[src/verilog/dmsp_pkg.sv]
`default_nettype none
package dmsp_pkg;
	// clock and rate limits
	localparam int CLK_HZ   = 50_000_000;                // system clock, hz
	localparam int BAUD_MIN = 300;                       // slowest async rate, bps
	localparam int BAUD_MAX = 153_600;                   // fastest async rate, bps
	localparam int BAUD_DEF = 9_600;                     // rate after reset, bps
	localparam int DIV_W    = 18;                        // bit-period counter width
	localparam int DIV_DEF  = CLK_HZ / BAUD_DEF;         // reset bit period, cycles
	localparam logic [DIV_W-1:0] DIV_MIN = DIV_W'(CLK_HZ / BAUD_MAX); // shortest bit period
	localparam logic [DIV_W-1:0] DIV_MAX = DIV_W'(CLK_HZ / BAUD_MIN); // longest bit period
	// apb byte addresses
	localparam logic [7:0] ADDR_MODE_A  = 8'h00;         // port_mode_reg_a
	localparam logic [7:0] ADDR_MODE_B  = 8'h04;         // port_mode_reg_b
	localparam logic [7:0] ADDR_STATUS  = 8'h08;         // port_status_reg
	localparam logic [7:0] ADDR_RXB_W   = 8'h0C;         // rx_buffer_word
	localparam logic [7:0] ADDR_RXB_L   = 8'h10;         // rx_buffer_low_byte
	localparam logic [7:0] ADDR_TXS_W   = 8'h14;         // tx_shift_word
	localparam logic [7:0] ADDR_TXS_L   = 8'h18;         // tx_shift_low_byte
	localparam logic [7:0] ADDR_BAUD    = 8'h1C;         // bit period divisor
	// reset values
	localparam logic [7:0] MODE_A_RST   = 8'h81;
	localparam logic [7:0] MODE_B_RST   = 8'h00;
	// parity codes
	localparam logic [1:0] PAR_NONE = 2'h0;               // none, ninth bit allowed
	localparam logic [1:0] PAR_ZERO = 2'h1;               // parity bit always zero
	localparam logic [1:0] PAR_ODD  = 2'h2;
	localparam logic [1:0] PAR_EVEN = 2'h3;
	// character and stop lengths
	localparam logic [3:0] LEN_7    = 4'h7;
	localparam logic [3:0] LEN_8    = 4'h8;
	localparam logic [3:0] LEN_9    = 4'h9;
	localparam logic [3:0] STOP_ONE = 4'h1;
	localparam logic [3:0] STOP_TWO = 4'h2;
	// status bit positions
	localparam int ST_TX_ACT = 7;
	localparam int ST_RX_ACT = 6;
	localparam int ST_NINTH  = 3;
	localparam int ST_PERR   = 2;
	localparam int ST_FERR   = 1;
	localparam int ST_OVR    = 0;
	// mode register a layout
	typedef struct packed {
		logic       one7;          // reads as one
		logic       rx_enable_bit; // receiver on
		logic [1:0] parity;        // parity code
		logic       char_len_sel;  // 0: 7 bits, 1: 8 bits
		logic       stop_two;      // 0: one stop bit, 1: two
		logic       zero1;         // reads as zero
		logic       clk_src;       // sync mode: 1 internal, 0 external clock
	} dmsp_mode_a_type;
	// mode register b layout
	typedef struct packed {
		logic [3:0] zero;          // reads as zero
		logic       sync_mode;     // clocked mode
		logic       tx_two;        // two-frame transmit
		logic       rx_two;        // two-frame receive
		logic       ext_bit;       // ninth data bit
	} dmsp_mode_b_type;
	// transmitter and receiver states
	typedef enum logic [4:0] {
		TX_IDLE = 5'h01, TX_START = 5'h02, TX_DATA = 5'h04, TX_PAR = 5'h08, TX_STOP = 5'h10
	} dmsp_tx_state_type;
	typedef enum logic [4:0] {
		RX_IDLE = 5'h01, RX_START = 5'h02, RX_DATA = 5'h04, RX_PAR = 5'h08, RX_STOP = 5'h10
	} dmsp_rx_state_type;
	// ninth bit only with parity off
	function automatic logic ext_on(input dmsp_mode_a_type a, input dmsp_mode_b_type b);
		return b.ext_bit & (a.parity == PAR_NONE);
	endfunction
	// data bits per character
	function automatic logic [3:0] char_len(input dmsp_mode_a_type a, input dmsp_mode_b_type b);
		if (ext_on(a, b))
			return LEN_9;
		return a.char_len_sel ? LEN_8 : LEN_7;
	endfunction
	// parity bit from running xor of the data
	function automatic logic par_bit(input logic [1:0] mode, input logic acc);
		case (mode)
			PAR_ODD:  return ~acc;
			PAR_EVEN: return acc;
			default:  return 1'b0;
		endcase
	endfunction
endpackage
`default_nettype wire

[src/verilog/dmsp_top.sv]
// The APB slave port and the placing of the registers were left to the implementer.
`timescale 1ns/1ns
`default_nettype none
module dmsp_top import dmsp_pkg::*; #(
	parameter int DIV_DEFAULT = DIV_DEF             // reset bit period, cycles
) (
	input  wire logic        clk_sys_in,
	input  wire logic        rstn_in,
	input  wire logic        psel_in,
	input  wire logic        penable_in,
	input  wire logic        pwrite_in,
	input  wire logic [7:0]  paddr_in,
	input  wire logic [31:0] pwdata_in,
	output logic      [31:0] prdata_out,
	output logic             pready_out,
	output logic             pslverr_out,
	input  wire logic        serial_rx_pin_in,
	output logic             serial_tx_pin_out,
	input  wire logic        serial_clock_pin_in,
	output logic             serial_clock_pin_out,
	output logic             serial_clock_pin_oe_out,
	output logic             rx_done_irq_out,
	output logic             tx_done_irq_out
);
	// reset release and pin synchronisers
	logic rst_meta_reg, rstn;                 // released reset copy
	logic rx_meta_reg, rx_s1_reg, rx_s2_reg;  // rx pin, two flops plus edge stage
	logic ck_meta_reg, ck_s1_reg, ck_s2_reg;  // clock pin, same
	// configuration
	dmsp_mode_a_type   mode_a_reg;            // port_mode_reg_a
	dmsp_mode_b_type   mode_b_reg;            // port_mode_reg_b
	logic [DIV_W-1:0]  baud_div_reg;          // bit period in cycles
	// apb slave
	logic [31:0] prdata_reg;                  // read data, loaded in setup
	logic        pready_reg, pslverr_reg;     // answer flags
	// internal clock generator
	logic [DIV_W-1:0] gen_cnt_reg;            // half period counter
	logic             sclk_int_reg;           // internal shift clock
	logic             sclk_pin_reg, sclk_oe_reg;
	// transmitter
	dmsp_tx_state_type tx_state_reg;
	logic [8:0]        tx_sh_reg;             // current character
	logic [7:0]        tx_hi_reg;             // second frame byte
	logic [3:0]        tx_cnt_reg;            // bits sent in phase
	logic              tx_acc_reg;            // running parity
	logic              tx_second_reg;         // second frame pending
	logic              tx_pend_reg;           // waiting for first step
	logic              tx_pin_reg, tx_irq_reg;
	// receiver
	dmsp_rx_state_type rx_state_reg;
	logic [8:0]        rx_sh_reg;             // incoming bits
	logic [3:0]        rx_cnt_reg;            // data bits taken
	logic [DIV_W-1:0]  rx_tmr_reg;            // async sample timer
	logic              rx_acc_reg;            // running parity
	logic [7:0]        rx_first_reg;          // first of two frames
	logic              rx_got1_reg;           // first frame held
	logic              pe_pend_reg, fe_pend_reg;
	logic [15:0]       rxb_reg;               // rx_buffer_word
	logic              rx_unread_reg, rx_irq_reg;
	logic              pe_flag_reg, fe_flag_reg, ovr_flag_reg;

	// apb decode
	wire setup    = psel_in & ~penable_in;
	wire wr_acc   = psel_in & penable_in & pready_reg & pwrite_in;
	wire rd_setup = setup & ~pwrite_in;
	wire hit_ma   = paddr_in == ADDR_MODE_A;
	wire hit_mb   = paddr_in == ADDR_MODE_B;
	wire hit_st   = paddr_in == ADDR_STATUS;
	wire hit_rw   = paddr_in == ADDR_RXB_W;
	wire hit_rl   = paddr_in == ADDR_RXB_L;
	wire hit_tw   = paddr_in == ADDR_TXS_W;
	wire hit_tl   = paddr_in == ADDR_TXS_L;
	wire hit_bd   = paddr_in == ADDR_BAUD;
	wire mapped   = hit_ma | hit_mb | hit_st | hit_rw | hit_rl | hit_tw | hit_tl | hit_bd;
	// mode decode
	wire        ext       = ext_on(mode_a_reg, mode_b_reg);
	wire [3:0]  len       = char_len(mode_a_reg, mode_b_reg);
	wire        par_on    = mode_a_reg.parity != PAR_NONE;
	wire [3:0]  stop_len  = mode_a_reg.stop_two ? STOP_TWO : STOP_ONE;
	wire        tx_two_on = mode_b_reg.tx_two & ~ext;
	wire        rx_two_on = mode_b_reg.rx_two & ~ext;
	wire        sync_on   = mode_b_reg.sync_mode;
	wire        ext_clk   = sync_on & ~mode_a_reg.clk_src;
	wire        rx_en     = mode_a_reg.rx_enable_bit;
	// status word
	wire [7:0] status = {tx_state_reg != TX_IDLE | tx_pend_reg,
		rx_state_reg != RX_IDLE, 2'h0, rxb_reg[8] & ext,
		pe_flag_reg, fe_flag_reg, ovr_flag_reg};
	// read mux
	wire [31:0] rd_word =
		hit_ma ? {24'h00_0000, mode_a_reg} :
		hit_mb ? {24'h00_0000, mode_b_reg} :
		hit_st ? {24'h00_0000, status} :
		hit_rw ? {16'h0000, rxb_reg} :
		hit_rl ? {24'h00_0000, rxb_reg[7:0]} :
		hit_bd ? {14'h0000, baud_div_reg} : 32'h0000_0000;
	wire rx_read  = rd_setup & (hit_rw | hit_rl);
	wire st_read  = rd_setup & hit_st;
	// shift clock events
	wire [DIV_W-1:0] half = {1'b0, baud_div_reg[DIV_W-1:1]};
	wire gen_tog  = gen_cnt_reg >= half - DIV_W'(1);
	wire int_rise = gen_tog & ~sclk_int_reg;
	wire int_fall = gen_tog & sclk_int_reg;
	wire ext_rise = ck_s1_reg & ~ck_s2_reg;
	wire ext_fall = ~ck_s1_reg & ck_s2_reg;
	wire sel_rise = ext_clk ? ext_rise : int_rise;
	wire sel_fall = ext_clk ? ext_fall : int_fall;
	wire tx_step  = sync_on ? sel_fall : int_rise;
	wire rx_fall  = ~rx_s1_reg & rx_s2_reg;
	wire rx_tick  = sync_on ? sel_rise : (rx_tmr_reg == '0) & (rx_state_reg != RX_IDLE);
	// transmit start and receive completion
	wire tx_load  = wr_acc & (hit_tw | hit_tl) & (tx_state_reg == TX_IDLE) & ~tx_pend_reg;
	wire rx_done  = (rx_state_reg == RX_STOP) & rx_tick;
	wire [8:0] rx_char = rx_sh_reg >> (LEN_9 - len);
	wire rx_first = rx_done & rx_two_on & ~rx_got1_reg;
	wire buf_load = rx_done & rx_en & ~rx_first;
	wire perr_now = (rx_state_reg == RX_PAR) & rx_tick & (rx_s1_reg != par_bit(mode_a_reg.parity, rx_acc_reg));

	// reset release
	always_ff @(posedge clk_sys_in or negedge rstn_in) begin
		if (!rstn_in) begin
			rst_meta_reg <= 1'b0;
			rstn         <= 1'b0;
		end else begin
			rst_meta_reg <= 1'b1;
			rstn         <= rst_meta_reg;
		end
	end

	// pin synchronisers, third stage only for edges
	always_ff @(posedge clk_sys_in or negedge rstn) begin
		if (!rstn) begin
			{rx_meta_reg, rx_s1_reg, rx_s2_reg} <= 3'h7;
			{ck_meta_reg, ck_s1_reg, ck_s2_reg} <= 3'h7;
		end else begin
			{rx_meta_reg, rx_s1_reg, rx_s2_reg} <= {serial_rx_pin_in, rx_meta_reg, rx_s1_reg};
			{ck_meta_reg, ck_s1_reg, ck_s2_reg} <= {serial_clock_pin_in, ck_meta_reg, ck_s1_reg};
		end
	end

	// apb answer: zero wait, data captured in setup
	always_ff @(posedge clk_sys_in or negedge rstn) begin
		if (!rstn) begin
			prdata_reg  <= 32'h0000_0000;
			pready_reg  <= 1'b0;
			pslverr_reg <= 1'b0;
		end else begin
			pready_reg  <= setup;
			pslverr_reg <= setup & ~mapped;
			if (setup)
				prdata_reg <= pwrite_in ? 32'h0000_0000 : rd_word;
		end
	end

	// configuration writes; mode a assumed written only while idle
	always_ff @(posedge clk_sys_in or negedge rstn) begin
		if (!rstn) begin
			mode_a_reg   <= dmsp_mode_a_type'(MODE_A_RST);
			mode_b_reg   <= dmsp_mode_b_type'(MODE_B_RST);
			baud_div_reg <= DIV_W'(DIV_DEFAULT);
		end else if (wr_acc) begin
			if (hit_ma)
				mode_a_reg <= dmsp_mode_a_type'({1'b1, pwdata_in[6:2], 1'b0, pwdata_in[0]});
			if (hit_mb)
				mode_b_reg <= dmsp_mode_b_type'({4'h0, pwdata_in[3:0]});
			if (hit_bd)
				baud_div_reg <= (pwdata_in[DIV_W-1:0] < DIV_MIN) ? DIV_MIN : pwdata_in[DIV_W-1:0];
		end
	end

	// internal baud generator and clock pin drive
	always_ff @(posedge clk_sys_in or negedge rstn) begin
		if (!rstn) begin
			gen_cnt_reg  <= '0;
			sclk_int_reg <= 1'b1;
			sclk_pin_reg <= 1'b1;
			sclk_oe_reg  <= 1'b0;
		end else begin
			gen_cnt_reg  <= gen_tog ? '0 : gen_cnt_reg + DIV_W'(1);
			if (gen_tog)
				sclk_int_reg <= ~sclk_int_reg;
			sclk_pin_reg <= sync_on & mode_a_reg.clk_src ? sclk_int_reg : 1'b1;
			sclk_oe_reg  <= sync_on & mode_a_reg.clk_src;
		end
	end

	// transmitter
	always_ff @(posedge clk_sys_in or negedge rstn) begin
		if (!rstn) begin
			tx_state_reg  <= TX_IDLE;
			tx_sh_reg     <= '0;
			tx_hi_reg     <= 8'h00;
			tx_cnt_reg    <= 4'h0;
			tx_acc_reg    <= 1'b0;
			tx_second_reg <= 1'b0;
			tx_pend_reg   <= 1'b0;
			tx_pin_reg    <= 1'b1;
			tx_irq_reg    <= 1'b0;
		end else begin
			tx_irq_reg <= 1'b0;
			case (tx_state_reg)
				TX_IDLE: begin
					if (tx_load) begin
						tx_pend_reg   <= 1'b1;
						tx_sh_reg     <= (ext & hit_tw) ? pwdata_in[8:0] : {1'b0, pwdata_in[7:0]};
						tx_hi_reg     <= hit_tw ? pwdata_in[15:8] : 8'h00;
						tx_second_reg <= tx_two_on;
					end else if (tx_pend_reg & tx_step) begin
						tx_pend_reg  <= 1'b0;
						tx_state_reg <= TX_START;
						tx_pin_reg   <= 1'b0;
					end
				end
				TX_START: begin
					if (tx_step) begin
						tx_state_reg <= TX_DATA;
						tx_pin_reg   <= tx_sh_reg[0];
						tx_acc_reg   <= tx_sh_reg[0];
						tx_sh_reg    <= {1'b0, tx_sh_reg[8:1]};
						tx_cnt_reg   <= 4'h1;
					end
				end
				TX_DATA: begin
					if (tx_step & (tx_cnt_reg == len)) begin
						tx_state_reg <= par_on ? TX_PAR : TX_STOP;
						tx_pin_reg   <= par_on ? par_bit(mode_a_reg.parity, tx_acc_reg) : 1'b1;
						tx_cnt_reg   <= 4'h1;
					end else if (tx_step) begin
						tx_pin_reg   <= tx_sh_reg[0];
						tx_acc_reg   <= tx_acc_reg ^ tx_sh_reg[0];
						tx_sh_reg    <= {1'b0, tx_sh_reg[8:1]};
						tx_cnt_reg   <= tx_cnt_reg + 4'h1;
					end
				end
				TX_PAR: begin
					if (tx_step) begin
						tx_state_reg <= TX_STOP;
						tx_pin_reg   <= 1'b1;
					end
				end
				TX_STOP: begin
					if (tx_step & (tx_cnt_reg == stop_len)) begin
						if (tx_second_reg) begin
							tx_second_reg <= 1'b0;
							tx_sh_reg     <= {1'b0, tx_hi_reg};
							tx_state_reg  <= TX_START;
							tx_pin_reg    <= 1'b0;
						end else begin
							tx_state_reg  <= TX_IDLE;
							tx_irq_reg    <= 1'b1;
						end
					end else if (tx_step) begin
						tx_cnt_reg <= tx_cnt_reg + 4'h1;
					end
				end
				default: begin
					tx_state_reg <= TX_IDLE;
					tx_pin_reg   <= 1'b1;
				end
			endcase
		end
	end

	// async sample timer: half bit after start edge, then whole bits
	always_ff @(posedge clk_sys_in or negedge rstn) begin
		if (!rstn)
			rx_tmr_reg <= '0;
		else if (rx_state_reg == RX_IDLE)
			rx_tmr_reg <= half;
		else if (rx_tmr_reg == '0)
			rx_tmr_reg <= baud_div_reg - DIV_W'(1);
		else
			rx_tmr_reg <= rx_tmr_reg - DIV_W'(1);
	end

	// receiver shift sequence
	always_ff @(posedge clk_sys_in or negedge rstn) begin
		if (!rstn) begin
			rx_state_reg <= RX_IDLE;
			rx_sh_reg    <= '0;
			rx_cnt_reg   <= 4'h0;
			rx_acc_reg   <= 1'b0;
		end else if (!rx_en) begin
			rx_state_reg <= RX_IDLE;
		end else begin
			case (rx_state_reg)
				RX_IDLE: begin
					rx_cnt_reg <= 4'h0;
					rx_acc_reg <= 1'b0;
					if (sync_on & sel_rise & ~rx_s1_reg)
						rx_state_reg <= RX_DATA;
					else if (~sync_on & rx_fall)
						rx_state_reg <= RX_START;
				end
				RX_START: begin
					if (rx_tick)                                       // false start returns
						rx_state_reg <= rx_s1_reg ? RX_IDLE : RX_DATA;
				end
				RX_DATA: begin
					if (rx_tick) begin
						rx_sh_reg  <= {rx_s1_reg, rx_sh_reg[8:1]};
						rx_acc_reg <= rx_acc_reg ^ rx_s1_reg;
						rx_cnt_reg <= rx_cnt_reg + 4'h1;
						if (rx_cnt_reg == len - 4'h1)
							rx_state_reg <= par_on ? RX_PAR : RX_STOP;
					end
				end
				RX_PAR: begin
					if (rx_tick)
						rx_state_reg <= RX_STOP;
				end
				RX_STOP: begin
					if (rx_tick)
						rx_state_reg <= RX_IDLE;
				end
				default: rx_state_reg <= RX_IDLE;
			endcase
		end
	end

	// frame completion, buffer load and error collection
	always_ff @(posedge clk_sys_in or negedge rstn) begin
		if (!rstn) begin
			rx_first_reg <= 8'h00;
			rx_got1_reg  <= 1'b0;
			pe_pend_reg  <= 1'b0;
			fe_pend_reg  <= 1'b0;
			rxb_reg      <= 16'h0000;
			rx_irq_reg   <= 1'b0;
		end else begin
			rx_irq_reg <= buf_load;
			if (perr_now)
				pe_pend_reg <= 1'b1;
			if (rx_first) begin
				rx_first_reg <= rx_char[7:0];
				rx_got1_reg  <= 1'b1;
				fe_pend_reg  <= fe_pend_reg | ~rx_s1_reg;
			end else if (buf_load) begin
				rxb_reg     <= rx_two_on ? {rx_char[7:0], rx_first_reg} : {7'h00, rx_char};
				rx_got1_reg <= 1'b0;
				pe_pend_reg <= 1'b0;
				fe_pend_reg <= 1'b0;
			end else if (!rx_en) begin
				rx_got1_reg <= 1'b0;
				pe_pend_reg <= 1'b0;
				fe_pend_reg <= 1'b0;
			end
		end
	end

	// sticky status flags; a new event beats a read that clears
	always_ff @(posedge clk_sys_in or negedge rstn) begin
		if (!rstn) begin
			pe_flag_reg   <= 1'b0;
			fe_flag_reg   <= 1'b0;
			ovr_flag_reg  <= 1'b0;
			rx_unread_reg <= 1'b0;
		end else begin
			pe_flag_reg   <= (pe_flag_reg & ~st_read) | (buf_load & (pe_pend_reg | perr_now));
			fe_flag_reg   <= (fe_flag_reg & ~st_read) | (buf_load & (fe_pend_reg | ~rx_s1_reg));
			ovr_flag_reg  <= (ovr_flag_reg & ~st_read) | (buf_load & rx_unread_reg);
			rx_unread_reg <= (rx_unread_reg & ~rx_read) | buf_load;
		end
	end

	// outputs straight from flops
	assign prdata_out              = prdata_reg;
	assign pready_out              = pready_reg;
	assign pslverr_out             = pslverr_reg;
	assign serial_tx_pin_out       = tx_pin_reg;
	assign serial_clock_pin_out    = sclk_pin_reg;
	assign serial_clock_pin_oe_out = sclk_oe_reg;
	assign rx_done_irq_out         = rx_irq_reg;
	assign tx_done_irq_out         = tx_irq_reg;
endmodule // dmsp_top
`default_nettype wire

[config.mk]
export PLATFORM = sky130hd
export DESIGN_NAME = dmsp_top
export DESIGN_NICKNAME = d
export VERILOG_FILES = /design/src/verilog/dmsp_pkg.sv /design/src/verilog/dmsp_top.sv
export SDC_FILE = /design/constraint.sdc
export NUM_CORES = 1
export LEC_CHECK = 0
export CAP_MARGIN = 25
export CELL_PAD_IN_SITES_DETAIL_PLACEMENT = 1
export CELL_PAD_IN_SITES_GLOBAL_PLACEMENT = 1
export CORE_MARGIN = 5
export CORE_UTILIZATION = 38
export CTS_CLUSTER_SIZE = 24
export DETAILED_ROUTE_END_ITERATION = 8
export DONT_BUFFER_PORTS = 1
export GPL_TIMING_DRIVEN = 0
export PLACE_DENSITY_LB_ADDON = 0.1
export SLEW_MARGIN = 30
export SYNTH_ARGS = -nofsm -noshare
export SYNTH_HDL_FRONTEND = slang
export SYNTH_SLANG_ARGS = --single-unit
[constraint.sdc]
create_clock -name clk_sys_in -period 16.63 [get_ports clk_sys_in]
set_clock_uncertainty 0.2 [all_clocks]
set_input_delay 2.4945 -clock clk_sys_in [delete_from_list [all_inputs] [get_ports clk_sys_in]]
set_output_delay 2.4945 -clock clk_sys_in [all_outputs]
set_load 0.005 [all_outputs]
==> After elaboration in Yosys (flattened, before gate mapping) <==
Index checks and enable logic that the tools add are counted.
{ "totals": {"n_memories": 0, "wordCells": 296, "latchBits": 0, "mem_bits_ro": 0, "out_inout_bits": 39, "mem_bits_rw": 0, "input_bits": 47, "ff_bits": 191} }
{ "classes": {"bitwise_logic": 79, "shift": 1, "muxes": 88, "eq_ne": 44, "reduce_logical": 25, "div_mod_pow": 0, "n_lt_le_gt_ge": 2, "multipliers": 0, "add_sub_neg": 8} }
{ "ops": {"columns": ["op", "n"], "rows": [
  ["$mux 18", 11],
  ["$mux 5", 15],
  ["$mux 9", 6],
  ["$pmux 5 s5", 2],
  ["$and 1x1->1", 44],
  ["$pmux 9 s4", 1],
  ["$sub 18x1->18 const B", 2],
  ["$eq 8x5->1 const B", 4],
  ["$mux 1", 32],
  ["$mux 4", 8],
  ["$ne 2x2->1 const B", 11],
  ["$add 18x1->18 const B", 1],
  ["$ge 18x18->1", 1],
  ["$logic_not 18->1", 1],
  ["$lt 18x9->1 const B", 1],
  ["$sub 17x1->18 const B", 1],
  ["$not 1->1", 17],
  ["$eq 8x4->1 const B", 2],
  ["$mux 16", 1],
  ["$or 1x1->1", 16],
  ["$ne 3x3->1 const B", 5],
  ["$pmux 4 s3", 1],
  ["$reduce_and 2->1", 6],
  ["$reduce_and 3->1", 4],
  ["33 further kinds", 54]
]} }

==> Depth between registers and ports, before layout <==
{ "logic_depth": {"depth_word": 12, "ltp_mapped": 18, "mapped_depth_nobuf": 15} }

==> Worst setup path before layout <==
No wires, ideal clock.
{ "synth_timing": {"path_kind": "input port to flip-flop", "startpoint": "in paddr_in[1]", "endpoint": "reg tx_sh_reg[0]", "cell_stages": 8, "setup_time_ps": 125, "arrival_ps": 4552, "setup_slack_ps": 11753, "path_cell_list": "nor3_1 and2_1 nand2_1 or4_4 buf_6 nor2b_4 nor4_4 mux2_2"} }
{ "synth_via": {"elab_chain_cells": 7, "elab_cells_between_ends": 8, "cone_classes": "eq/ne (3); bitwise (4); reduce/logical (1)"} }
{ "synth_rtl": {"columns": ["item", "line_no", "source"], "rows": [
  ["start: declaration", "dmsp_top.sv:12", "input wire logic [7:0] paddr_in,"],
  ["$eq 8x5->1 (on tied branches)", "dmsp_top.sv:71, dmsp_top.sv:72", null],
  ["$or 1x1->1 *", "dmsp_top.sv:112", "wire tx_load = wr_acc & (hit_tw | hit_tl) & (tx_state_reg == TX_IDLE) & ~tx_pend_reg;"],
  ["$and 1x1->1 * (3 in a row)", "dmsp_top.sv:112", null],
  ["$ne 2x2->1 (no source line) *", null, null],
  ["$reduce_and 5->1 (no source line) *", null, null],
  ["end signal: assignment", "dmsp_top.sv:205", "tx_sh_reg <= (ext & hit_tw) ? pwdata_in[8:0] : {1'b0, pwdata_in[7:0]};"],
  ["end signal: assignment", "dmsp_top.sv:219", "tx_sh_reg <= {1'b0, tx_sh_reg[8:1]};"],
  ["end signal: assignment", "dmsp_top.sv:231", "tx_sh_reg <= {1'b0, tx_sh_reg[8:1]};"],
  ["end: declaration", "dmsp_top.sv:42", "logic [8:0] tx_sh_reg;"]
]} }
Every way passes the cells marked *; elsewhere a longest branch is shown, timed or not.
A chain may end at the register's enable or synchronous reset.

==> Worst setup path after layout <==
{ "layout_timing": {"startpoint": "reg baud_div_reg[4]", "endpoint": "reg rxb_reg[2]"} }
{ "layout_via": {"elab_chain_cells": 11, "elab_cells_between_ends": 12, "cone_classes": "add/sub (1); order compare (1); mux (2); bitwise (7); reduce/logical (1)"} }
{ "layout_rtl": {"columns": ["item", "line_no", "source"], "rows": [
  ["start: declaration", "dmsp_top.sv:32", "logic [DIV_W-1:0] baud_div_reg;"],
  ["start signal: assignment", "dmsp_top.sv:160", "baud_div_reg <= DIV_W'(DIV_DEFAULT);"],
  ["start signal: assignment", "dmsp_top.sv:167", "baud_div_reg <= (pwdata_in[DIV_W-1:0] < DIV_MIN) ? DIV_MIN : pwdata_in[DIV_W-1:0];"],
  ["$sub 17x1->18 *", "dmsp_top.sv:101", "wire gen_tog = gen_cnt_reg >= half - DIV_W'(1);"],
  ["$ge 18x18->1 *", "dmsp_top.sv:101", null],
  ["$and 1x1->1 *", "dmsp_top.sv:102", "wire int_rise = gen_tog & ~sclk_int_reg;"],
  ["$mux 1 *", "dmsp_top.sv:106", "wire sel_rise = ext_clk ? ext_rise : int_rise;"],
  ["$mux 1 *", "dmsp_top.sv:110", "wire rx_tick = sync_on ? sel_rise : (rx_tmr_reg == '0) & (rx_state_reg != RX_IDLE);"],
  ["$and 1x1->1 *", "dmsp_top.sv:113", "wire rx_done = (rx_state_reg == RX_STOP) & rx_tick;"],
  ["$and 1x1->1 (2 in a row)", "dmsp_top.sv:115", "wire rx_first = rx_done & rx_two_on & ~rx_got1_reg;"],
  ["$not 1->1 (no source line)", null, null],
  ["$and 1x1->1", "dmsp_top.sv:116", "wire buf_load = rx_done & rx_en & ~rx_first;"],
  ["$reduce_and 2->1 (no source line) *", null, null],
  ["end signal: assignment", "dmsp_top.sv:339", "rxb_reg <= rx_two_on ? {rx_char[7:0], rx_first_reg} : {7'h00, rx_char};"],
  ["end: declaration", "dmsp_top.sv:58", "logic [15:0] rxb_reg;"]
]} }
Marks and branches as above.

==> out/results.ini <==
[status]
status = finished with violations
failed_checks = hold timing

[logic_synthesis]
yosysWarnings = 0
avgSynthCellArea_um2 = 9.22
async_reset_ff_share_pct = 100
synth.area.top_cells = dfrtp_1, nand2_1, dfstp_2, o21ai_0, mux2_2
yosysUniqueCellTypes = 78
synth_area_um2 = 9690
synth_seq_cells = 177
netlist.area_leader.share_pct = 41.3
ys_seq_area_share_pct = 45.9
synth.largest_area_cell = dfrtp_1
syn_inst = 1051
synth-edff-count = 0
ys.flop_type = dfrtp_1

[global_route]
grt_pass1_wl_um = 48200
antenna_found_initial = 1
grt_max_degree = 47
track_usage_pct = 21.3
grt_overflow = 0
first_global_vias = 8299

[detailed_routing]
dr.pass1.iters = 7
drc = 0
wl_per_cell_um = 20.9
dr_total_vias = 7961
wl_um = 29900
ant_nets = 0
drtIter0Drc = 454
avgViaCountPerCell = 5.56

[worst_setup_path]
end_kind = flop
cp.required_ps = 16710
critPathLaunchType = flop
reg2reg_depth = 17
cp-startpoint = baud_div_reg[4]$_DFFE_PN1P_
crit_path_max_fanout = 10
r2r_start = baud_div_reg[4]$_DFFE_PN1P_
crit_type = reg -> reg
r2r-end = rxb_reg[2]$_DFFE_PN0P_
ff2ff_setup_slack_ps = 10880
crit_arrival_ps = 5830

[timing]
finalHoldViolations = 11
setup_violations = 0
rsz0062_at_grt = no
drv_slew = 0
tightest_slew_ps = 837
holdWs_ps = -12.7
max_freq_mhz = 174
min_period_ps = 5750
tns_ps = 0
min_period_over_period_pct = 34.6
relSlewSlack_pct = 44.0

[clock_tree]
clockRootBuffer = clkbuf_16
worstSkewPairLatency_ps = 430
clock-sinks = 177
htree_levels = 4
post-cts-setup-buffer-count = 0
path_clk_slew_ps = 70
cts_hold_buf = 0
ctsResizeCount = 0
clock_path_buffers = 2
cts_tree = done
cts_made_buffers = 17

[cells_and_area]
syn2layout_area_growth_pct = 12.5
drive_gt1_share_pct = 12.2
n_fill_cell = 2944
fin_cells = 1431
antenna_cells = 0
fin_nets = 1159

[die]
die_h_um = 170
initial_utilization_pct = 38.6
dieArea_um2 = 28800
num_io_pins = 86
dieWidth_um = 170
num_rows = 58
coreArea_um2 = 25100

[placement]
numPortBuffers = 0
place.gp.congestion = 0.831
dp_cells = 1399
dpl.hpwl_um = 22500

[pwr]
leakagePower_nw = 4.80
p_per_area_nw_per_um2 = 122
peakVddDrop_mv = 0.0555

[hold_path]
hp-class = reg -> async

[flow_run]
drv_cap = 0

==> synth_stat cells, types with 4 or more instances <==
| master | instances |
|---|---|
| clkbuf_1 | 47 |
| nand2b_1 | 12 |
| buf_2 | 6 |
| inv_1 | 19 |
| a211oi_1 | 6 |
| nor4_1 | 14 |
| and3_1 | 8 |
| nand2_1 | 168 |
| nor3_1 | 22 |
| ha_1 | 24 |
| nand3_1 | 26 |
| or4_1 | 7 |
| or3_1 | 6 |
| a31oi_1 | 7 |
| o31ai_1 | 13 |
| buf_4 | 14 |
| o22a_1 | 4 |
| nand3b_1 | 5 |
| dfstp_2 | 17 |
| and4_1 | 4 |
| o21ai_0 | 79 |
| nor3b_1 | 4 |
| nand4_1 | 11 |
| a222oi_1 | 10 |
| xnor2_1 | 21 |
| a22o_1 | 10 |
| a22oi_1 | 8 |
| mux2i_1 | 10 |
| nor2_1 | 94 |
| dfrtp_1 | 160 |
| mux2_2 | 33 |
| xor2_1 | 32 |
| and2_1 | 9 |
| nor2b_1 | 6 |
| or2_2 | 7 |
| a21o_1 | 4 |
| a21oi_1 | 59 |
==> power by group <==
| group | total [mW] | internal, mW | switching (mW) | leakage [nW] |
|---|---|---|---|---|
| sequential | 0.523 | 0.480 | 0.0427 | 2.32 |
| clock | 0.438 | 0.256 | 0.181 | 0.300 |
| combinational | 0.365 | 0.144 | 0.221 | 2.18 |
| total | 1.33 | 0.880 | 0.445 | 4.80 |
==> metal layers <==
| layer | global-route usage, % | share of wire [%] | vias up |
|---|---|---|---|
| met4 | 4.27 | 1.1 | 2 |
| met3 | 3.38 | 3.6 | 23 |
| met1 | 29.4 | 46 | 4028 |
| met5 | 0 | 0.037 | - |
| li1 | - | - | 3778 |
| met2 | 35.7 | 49 | 130 |
==> logic make-up after synthesis <==
group / count (synthesis) / synth area share (%)
and+or+nand+nor: 422 / 21.0
AOI/OAI and AO/OA: 240 / 15.9
DFF: 177 / 45.9
buffers and inverters: 90 / 4.26
xor gates and xnor gates: 53 / 4.79
muxes: 43 / 4.87
adders and majority gates: 24 / 3.10
other: 2 / 0.0775
==> cells in the final DEF, fill, tap and decap left out, types with 7 or more instances in the layout <==
cell type / instances
ha_1: 24
clkbuf_1: 48
nand4_1: 11
nor4_1: 14
a22oi_1: 8
mux2_2: 33
dfstp_2: 17
o21ai_0: 79
dfrtp_1: 159
nand2_1: 168
nor3_1: 21
buf_2: 7
and2_1: 9
or2_2: 7
and3_1: 8
a21oi_1: 59
xnor2_1: 21
nor2_1: 94
nand2b_1: 12
or4_1: 7
nand3_1: 26
inv_1: 19
xor2_1: 32
buf_4: 14
o31ai_1: 13
a22o_1: 10
a222oi_1: 10
conb_1: 15
a31oi_1: 7
mux2i_1: 10
clkbuf_16: 17
==> worst max-delay path by stage <==
stage,endpoint,slack [ps],cells past startpoint
floorplan,baud_div_reg[0]$_DFFE_PN0P_,11160,0
global placement,gen_cnt_reg[12]$_DFF_PN0_,8690,0
detailed placement,tx_sh_reg[6]$_DFFE_PN0P_,10940,15
CTS,rxb_reg[2]$_DFFE_PN0P_,10870,17
global route,rxb_reg[2]$_DFFE_PN0P_,10470,17
finish,rxb_reg[2]$_DFFE_PN0P_,10880,17
==> per-stage QoR <==
stage	instance area, um2	power [mW]	worst slack (ps)	util, %	hold slack (ps)
after detailed placement	10300	0.896	10940	40.9	-5.46
after global placement	10100	0.884	8690	40.4	141
final	10900	1.33	10880	43.4	-12.7
after floorplan	9740	0.790	11160	-	131
after CTS	10900	1.34	10870	43.4	2.60
after global routing	10900	1.40	10470	43.4	11.5
==> critical path: stages, from the launching register on <==
cell       delay [ps]
dfstp_2           360
clkbuf_1          260
or2_2             420
nor4_1            300
nand3_1           210
nor3_1            480
nand2_1           130
xor2_1            170
ha_1              310
and4_1            190
a2111oi_0         410
o31a_1            500
nor2_1             90
or3b_1            380
clkbuf_1          200
o211ai_2          440
clkbuf_1          370
o21ai_0           190
==> area by class of cell <==
type	count	area (um2)	area share (%)
Timing Repair Buffer	5	100	0.918
Buffer	71	342	3.13
Clock buffer	19	443	4.06
Tap cell	330	413	3.79
Sequential cell	177	4450	40.9
Multi-Input combinational cell	797	4890	44.9
Clock inverter	13	184	1.69
Inverter	19	71.3	0.654
No activity file was read; power rests on OpenSTA's default activity.
